===== src/hdl/rx_overrun_pkg.sv =====
// Shared types and constants for the receive overrun statistics block
package rx_overrun_pkg;

   // Counter geometry and values after reset
   localparam int          COUNT_WIDTH  = 32;
   localparam logic [31:0] COUNT_RESET  = 32'h0000_0000;
   localparam logic [31:0] COUNT_STEP   = 32'h0000_0001;
   localparam int          BUFFER_DEPTH = 2;

   // One receive byte from the MAC receive path
   typedef struct packed {
      logic [7:0] data;
      logic       first;
      logic       last;
   } rx_beat_s;

   // Frame classification, valid on the beat that carries last
   typedef struct packed {
      logic data_or_ctrl;
      logic addr_match;
      logic promisc_hit;
      logic crc_error;
      logic align_error;
      logic code_error;
   } rx_qual_s;

   localparam int BEAT_WIDTH = $bits(rx_beat_s);

   // Frame tracker states, Gray coded along idle, receive, drop
   typedef enum logic [1:0] {
      FRAME_IDLE = 2'h0,
      FRAME_RECV = 2'h1,
      FRAME_DROP = 2'h3
   } frame_state_e;

endpackage


===== src/hdl/cell_buffer.sv =====
// Small valid/ready cell FIFO between the MAC receive path and the DMA
`timescale 1ns/100ps
module cell_buffer
#(
   parameter int WIDTH = 10,
   parameter int DEPTH = 2
)
(
   // Clock and reset
   input  wire logic             clk,
   input  wire logic             rst_b,
   // Filling side
   input  wire logic             in_valid,
   output logic                  in_ready,
   input  wire logic [WIDTH-1:0] in_data,
   // Draining side
   output logic                  out_valid,
   input  wire logic             out_ready,
   output logic [WIDTH-1:0]      out_data
);

   localparam int PW = (DEPTH > 1) ? $clog2(DEPTH) : 1;
   localparam int CW = $clog2(DEPTH + 1);
   localparam logic [CW-1:0] FULL_COUNT = CW'(DEPTH);

   logic [WIDTH-1:0] cells_reg [DEPTH];
   logic [PW-1:0]    wr_ptr_reg;
   logic [PW-1:0]    rd_ptr_reg;
   logic [CW-1:0]    count_reg;
   logic             push;
   logic             pop;

   // Wrap a pointer at the depth, which need not be a power of two
   function automatic logic [PW-1:0] advance(input logic [PW-1:0] ptr);
      if (ptr == PW'(DEPTH - 1))
      begin
         return '0;
      end
      return ptr + PW'(1);
   endfunction

   // Full and empty come straight from the occupancy count
   assign in_ready  = (count_reg != FULL_COUNT);
   assign out_valid = (count_reg != '0);
   assign push      = in_valid && in_ready;
   assign pop       = out_valid && out_ready;
   assign out_data  = cells_reg[rd_ptr_reg];

   // Storage needs no reset; only occupied cells are ever read
   always_ff @(posedge clk)
   begin
      if (push)
      begin
         cells_reg[wr_ptr_reg] <= in_data;
      end
   end

   // Pointers and occupancy
   always_ff @(posedge clk or negedge rst_b)
   begin
      if (!rst_b)
      begin
         wr_ptr_reg <= '0;
         rd_ptr_reg <= '0;
         count_reg  <= '0;
      end
      else
      begin
         if (push)
         begin
            wr_ptr_reg <= advance(wr_ptr_reg);
         end
         if (pop)
         begin
            rd_ptr_reg <= advance(rd_ptr_reg);
         end
         if (push && !pop)
         begin
            count_reg <= count_reg + CW'(1);
         end
         else if (pop && !push)
         begin
            count_reg <= count_reg - CW'(1);
         end
      end
   end

endmodule // cell_buffer


===== src/hdl/rx_overrun_statistics.sv =====
// Receive path cell buffer with start, middle and descriptor overrun counters
//
// Summary of operation
// (RQ1) A qualifying frame that finds the cell buffer full or no DMA buffer on its first beat counts one start overrun.
// (RQ2) A qualifying frame that started cleanly but later lost a beat to either shortage counts one middle overrun.
// (RQ3) A qualifying frame whose first lost beat, at start or midway, met a zero head descriptor counts one descriptor overrun.
// (RQ4) Frame length plays no part, so runts and oversized frames count like any other.
// (RQ5) Only data or control frames that passed address filtering or promiscuous acceptance qualify.
// (RQ6) CRC, alignment and code errors neither cause nor prevent any overrun count.
// (RQ7) Each counter moves at most once per frame however many shortages the frame meets.
`timescale 1ns/100ps
module rx_overrun_statistics
#(
   parameter int CW = rx_overrun_pkg::COUNT_WIDTH
)
(
   // Clock and reset
   input  wire logic                     clk,
   input  wire logic                     rst_b,
   // MAC receive beats, cannot be stalled
   input  wire logic                     rx_valid,
   input  wire rx_overrun_pkg::rx_beat_s rx_beat,
   input  wire rx_overrun_pkg::rx_qual_s rx_qual,
   // DMA side
   input  wire logic                     desc_head_zero,
   output logic                          dma_valid,
   input  wire logic                     dma_ready,
   output rx_overrun_pkg::rx_beat_s      dma_beat,
   // Statistics
   output logic [CW-1:0]                 rx_start_overrun_count,
   output logic [CW-1:0]                 rx_middle_overrun_count,
   output logic [CW-1:0]                 rx_descriptor_overrun_count
);

   localparam logic [CW-1:0] CNT_RESET = CW'(rx_overrun_pkg::COUNT_RESET);
   localparam logic [CW-1:0] CNT_STEP  = CW'(rx_overrun_pkg::COUNT_STEP);

   rx_overrun_pkg::frame_state_e state_reg;
   rx_overrun_pkg::frame_state_e state_next;
   logic sof_ovr_reg;
   logic mid_ovr_reg;
   logic dma_ovr_reg;
   logic buf_in_ready;
   logic buf_in_valid;
   logic shortage;
   logic is_start;
   logic in_body;
   logic sof_hit;
   logic mid_hit;
   logic dma_hit;
   logic sof_any;
   logic mid_any;
   logic dma_any;
   logic frame_end;
   logic qualified;
   logic [rx_overrun_pkg::BEAT_WIDTH-1:0] dma_bits;

   // Wrapping counter step, shared by all three statistics
   function automatic logic [CW-1:0] bump(input logic [CW-1:0] cnt, input logic hit);
      return hit ? cnt + CNT_STEP : cnt;
   endfunction

   // Resource check for the beat now on the receive path
   assign shortage  = !buf_in_ready || desc_head_zero;
   // A first beat always opens a new frame; an unterminated one is abandoned
   assign is_start  = rx_valid && rx_beat.first;
   assign in_body   = rx_valid && !rx_beat.first && (state_reg == rx_overrun_pkg::FRAME_RECV);
   assign sof_hit   = is_start && shortage;                            // see RQ1
   assign mid_hit   = in_body && shortage;                             // see RQ2
   assign dma_hit   = (sof_hit || mid_hit) && desc_head_zero;          // see RQ3

   // Flags seen so far in this frame, with a new start wiping the old ones
   assign sof_any   = sof_hit || (!is_start && sof_ovr_reg);
   assign mid_any   = mid_hit || (!is_start && mid_ovr_reg);
   assign dma_any   = dma_hit || (!is_start && dma_ovr_reg);

   // Frame closes on last; length is never examined, so runts count too
   assign frame_end = rx_valid && rx_beat.last && (is_start || state_reg != rx_overrun_pkg::FRAME_IDLE); // see RQ4
   // Error flags deliberately take no part in qualification
   assign qualified = rx_qual.data_or_ctrl && (rx_qual.addr_match || rx_qual.promisc_hit); // see RQ5, RQ6

   // Only beats of a frame not yet overrun enter the cell buffer
   assign buf_in_valid = (is_start || in_body) && !shortage;

   // Next frame tracker state
   always_comb
   begin
      state_next = state_reg;
      if (is_start)
      begin
         if (rx_beat.last)
         begin
            state_next = rx_overrun_pkg::FRAME_IDLE;
         end
         else if (shortage)
         begin
            state_next = rx_overrun_pkg::FRAME_DROP;
         end
         else
         begin
            state_next = rx_overrun_pkg::FRAME_RECV;
         end
      end
      else if (rx_valid)
      begin
         case (state_reg)
            rx_overrun_pkg::FRAME_RECV:
            begin
               if (rx_beat.last)
               begin
                  state_next = rx_overrun_pkg::FRAME_IDLE;
               end
               else if (shortage)
               begin
                  // Rest of frame is discarded, no second middle hit
                  state_next = rx_overrun_pkg::FRAME_DROP;   // see RQ7
               end
            end
            rx_overrun_pkg::FRAME_DROP:
            begin
               if (rx_beat.last)
               begin
                  state_next = rx_overrun_pkg::FRAME_IDLE;
               end
            end
            default:
            begin
               state_next = rx_overrun_pkg::FRAME_IDLE;
            end
         endcase
      end
   end

   // Frame tracker state
   always_ff @(posedge clk or negedge rst_b)
   begin
      if (!rst_b)
      begin
         state_reg <= rx_overrun_pkg::FRAME_IDLE;
      end
      else
      begin
         state_reg <= state_next;
      end
   end

   // Per-frame overrun flags, sticky until the frame closes or the next frame opens
   always_ff @(posedge clk or negedge rst_b)
   begin
      if (!rst_b)
      begin
         sof_ovr_reg <= 1'b0;
         mid_ovr_reg <= 1'b0;
         dma_ovr_reg <= 1'b0;
      end
      else
      begin
         sof_ovr_reg <= sof_any && !frame_end;
         mid_ovr_reg <= mid_any && !frame_end;
         dma_ovr_reg <= dma_any && !frame_end;
      end
   end

   // Counters step once at frame close, so repeated shortages cannot add more
   always_ff @(posedge clk or negedge rst_b)
   begin
      if (!rst_b)
      begin
         rx_start_overrun_count      <= CNT_RESET;
         rx_middle_overrun_count     <= CNT_RESET;
         rx_descriptor_overrun_count <= CNT_RESET;
      end
      else if (frame_end && qualified)                                 // see RQ7
      begin
         rx_start_overrun_count      <= bump(rx_start_overrun_count, sof_any);      // see RQ1
         rx_middle_overrun_count     <= bump(rx_middle_overrun_count, mid_any);     // see RQ2
         rx_descriptor_overrun_count <= bump(rx_descriptor_overrun_count, dma_any); // see RQ3
      end
   end

   // Cell buffer; a stalled DMA fills it and further beats become overruns
   cell_buffer
   #(
      .WIDTH (rx_overrun_pkg::BEAT_WIDTH),
      .DEPTH (rx_overrun_pkg::BUFFER_DEPTH)
   )
   u_cells
   (
      .clk       (clk),
      .rst_b     (rst_b),
      .in_valid  (buf_in_valid),
      .in_ready  (buf_in_ready),
      .in_data   (rx_beat),
      .out_valid (dma_valid),
      .out_ready (dma_ready),
      .out_data  (dma_bits)
   );

   assign dma_beat = rx_overrun_pkg::rx_beat_s'(dma_bits);
endmodule // rx_overrun_statistics


===== config.mk =====
export PLATFORM = sky130hd
export DESIGN_NAME = rx_overrun_statistics
export DESIGN_NICKNAME = d
export VERILOG_FILES = /design/src/hdl/rx_overrun_pkg.sv /design/src/hdl/cell_buffer.sv /design/src/hdl/rx_overrun_statistics.sv
export SDC_FILE = /design/constraint.sdc
export NUM_CORES = 1
export LEC_CHECK = 0
export BUFFER_PORTS_ARGS = -buffer_cell sky130_fd_sc_hd__clkbuf_2
export CAP_MARGIN = 10
export CORE_MARGIN = 3
export CORE_UTILIZATION = 55
export CTS_CLUSTER_DIAMETER = 100
export CTS_CLUSTER_SIZE = 10
export DETAILED_ROUTE_END_ITERATION = 7
export GPL_TIMING_DRIVEN = 0
export PLACE_DENSITY = 0.81
export SLEW_MARGIN = 30
export SYNTH_ARGS = -nofsm -noshare
export SYNTH_HDL_FRONTEND = slang
export SYNTH_SLANG_ARGS = --single-unit

===== constraint.sdc =====
create_clock -name clk -period 5.5 [get_ports clk]
set_input_delay 0.55 -clock clk [delete_from_list [all_inputs] [get_ports clk]]
set_output_delay 0.55 -clock clk [all_outputs]
set_load 0.02 [all_outputs]

==> results.json <==
{
  "fin_skew_ns": 0.00689,
  "num_rows": 36,
  "grt_max_degree": 71,
  "grt_overflow_total": 0,
  "synth-edff-count": 20,
  "root_buffer": "clkbuf_8",
  "holdCritStartpoint": "rx_beat[2]",
  "io_buffers": 123,
  "num_vias": 4240,
  "ant_nets": 0,
  "end_kind": "output port",
  "wl_per_cell_um": 15.6,
  "crit_slowest_cell": "clkbuf_1",
  "hold_depth": 1,
  "reg2reg_depth": 6,
  "yosysUniqueCellTypes": 47,
  "synth.most_common_cell": "dfrtp_1",
  "antenna_found_initial": 0,
  "worstSetupStartpointType": "flip-flop",
  "hp-class": "input port to flip-flop",
  "holdWs_ns": 0.226,
  "die_h_um": 107,
  "synth_nets": 513,
  "grt_pass1_vias": 4067,
  "drt_wl_total_um": 12200,
  "post_cts_resized": 0,
  "cts-buffers-inserted": 17,
  "fmax_mhz": 414,
  "p_leak_nw": 3.46,
  "ys.flop_type": "dfrtp_1",
  "crit_chain": "clkbuf_1 -> mux2_2 -> clkbuf_2",
  "io_pins": 128,
  "synth_top_area_share_pct": 46.5,
  "syn_area_per_cell_um2": 11.6,
  "min_period_ns": 2.42,
  "ys_async_sr_fraction_pct": 84.0,
  "biggestRegsByFlops": "rx_descriptor_overrun_count: 32 flops, rx_middle_overrun_count: 32 flops, rx_start_overrun_count: 32 flops",
  "globalplace.congestion": 0.832,
  "r2r_start": "u_cells.count_reg[0]$_DFFE_PN0P_",
  "drt_iter0_markers": 182,
  "htreeDepth": 4,
  "groute.usage.overall_pct": 22.1,
  "cp.arrival_ns": 1.87,
  "coreArea_um2": 9860,
  "die_w_um": 107,
  "clk_pin_slew_ns": 0.06,
  "dieArea_um2": 11500,
  "power.density_nw_per_um2": 359,
  "yosys.area.top_type": "dfrtp_1",
  "r2r_slack_ns": 3.33,
  "min_to": "u_cells.cells_reg[1][2]$_DFFE_PP_",
  "cts_tree": "yes",
  "peakVddDrop_v": 0.000197,
  "synth_commonest_cells": "105 x dfrtp_1, 50 x xor2_1, 48 x xnor2_1, 37 x nand2_1, 31 x nor2_1",
  "ys_warn_count": 0,
  "n_antenna_cell": 0,
  "tns_ns": 0,
  "synthCells": 488,
  "drv_slew": 0,
  "grt_pass1_wl_um": 20000,
  "hold_viol": 0,
  "start_util_pct": 57.3,
  "cp_max_fo": 10,
  "layout-drive-gt1-share_pct": 29.2,
  "vias_per_cell": 5.44,
  "dp_hpwl_um": 8640,
  "cts_hold_buf": 1,
  "min_period_over_period_pct": 43.9,
  "dr.pass1.iters": 4,
  "setup_viol": 0,
  "cts_setup_buffers": 0,
  "maxSlewHeadroom_pct": 38.6,
  "insertion_delay_ns": 0.52,
  "cap_violations": 0,
  "r2r_end": "rx_start_overrun_count[5]$_DFFE_PN0P_",
  "area.growth.synth_to_final_pct": 26.1,
  "cts_max_path_buffers": 2,
  "critical_path_class": "flip-flop to output port",
  "slowest_delay_ns": 0.44,
  "worst_pin_slew_ns": 0.911,
  "clock-sinks": 125,
  "nets": 659,
  "syn-cell-area_um2": 5650,
  "rsz0062_at_grt": "no",
  "status": "completed",
  "drc_errors": 0,
  "crit_required_ns": 4.95,
  "netlist_top_cells_area": "dfrtp_1 47%, edfxtp_1 11%, xor2_1 7.8%, xnor2_1 7.4%, mux2_2 2.6%",
  "ys_seq_area_share_pct": 57.1,
  "synth-seq-cells": 125
}
[worst max-delay path by stage]
stage | from | end | cells past startpoint
floorplan | desc_head_zero | u_cells.cells_reg[0][0]$_DFFE_PP_ | 2
global placement | rst_b | rx_descriptor_overrun_count[13]$_DFFE_PN0P_ | 1
detailed placement | rx_qual[3] | rx_descriptor_overrun_count[14]$_DFFE_PN0P_ | 6
CTS | u_cells.rd_ptr_reg$_DFFE_PN0P_ | dma_beat[7] | 3
global route | u_cells.rd_ptr_reg$_DFFE_PN0P_ | dma_beat[0] | 3
finish | u_cells.rd_ptr_reg$_DFFE_PN0P_ | dma_beat[3] | 3
[through the flow]
| stage | utilization, % | cells | worst slack (ns) | instance area, µm² | total power, mW |
|---|---|---|---|---|---|
| 2_1_floorplan | - | 488 | 3.26 | 5650 | 1.29 |
| 3_3_place_gp | 65.2 | 744 | 2.50 | 6430 | 1.39 |
| 3_5_place_dp | 65.7 | 747 | 3.06 | 6480 | 1.42 |
| 4_1_cts | 72.2 | 780 | 3.04 | 7120 | 2.58 |
| 5_1_grt | 72.2 | 780 | 3.00 | 7120 | 2.66 |
| 6_report | 72.2 | 780 | 3.08 | 7120 | 2.56 |
[logic make-up after synthesis]
family                   share of synthesized area, %
flip-flops                                       57.1
adder cells (fa/ha/maj)                         0.886
AND/OR/NAND/NOR                                  18.6
AO/OA/AOI/OAI                                    3.48
multiplexers                                     2.59
buffers and inverters                            2.17
XOR/XNOR                                         15.2
[per-layer routing]
layer	share of wire [%]	routed length (µm)	GRT usage, %	up-vias
li1	-	-	-	2013
met1	44	5300	28.8	2050
met2	48	5810	35.4	146
met3	6.5	795	6.84	31
met4	2.0	242	7.66	0
met5	0	0	0	-
[cell type report]
cell class              count  area, µm²
clock inverters             9        129
clock buffers              23        499
flip-flops and latches    125       3230
well taps                 133        166
plain buffers              11       55.1
multi-input cells         334       2310
fillers                   708       2740
inverters                  18       67.6
repair buffers            127        672
[placed cells by master (no fill, tap or decap), types with 13 or more instances in the layout]
| master | count |
|---|---|
| nor2_1 | 31 |
| edfxtp_1 | 20 |
| xor2_1 | 50 |
| inv_1 | 18 |
| nand3_1 | 28 |
| mux2_2 | 13 |
| clkbuf_2 | 122 |
| nand4_1 | 23 |
| nor3_1 | 23 |
| clkbuf_16 | 18 |
| nand2_1 | 37 |
| dfrtp_1 | 105 |
| xnor2_1 | 48 |
[critical path: cells and delay by family, from the launching register on]
family	cells	cell delay, ns
muxes	1	0.40
buffers and inverters	2	0.60
DFF	1	0.35
[report_power, final]
part           switching [mW]  total, mW  leakage, nW  internal, mW
registers              0.0571       1.06         1.57          1.00
clock network           0.395       1.16        0.304         0.767
logic                   0.204      0.338         1.59         0.133
total                   0.656       2.56         3.46          1.90
Note: power is estimated with default switching activity, not from simulation.
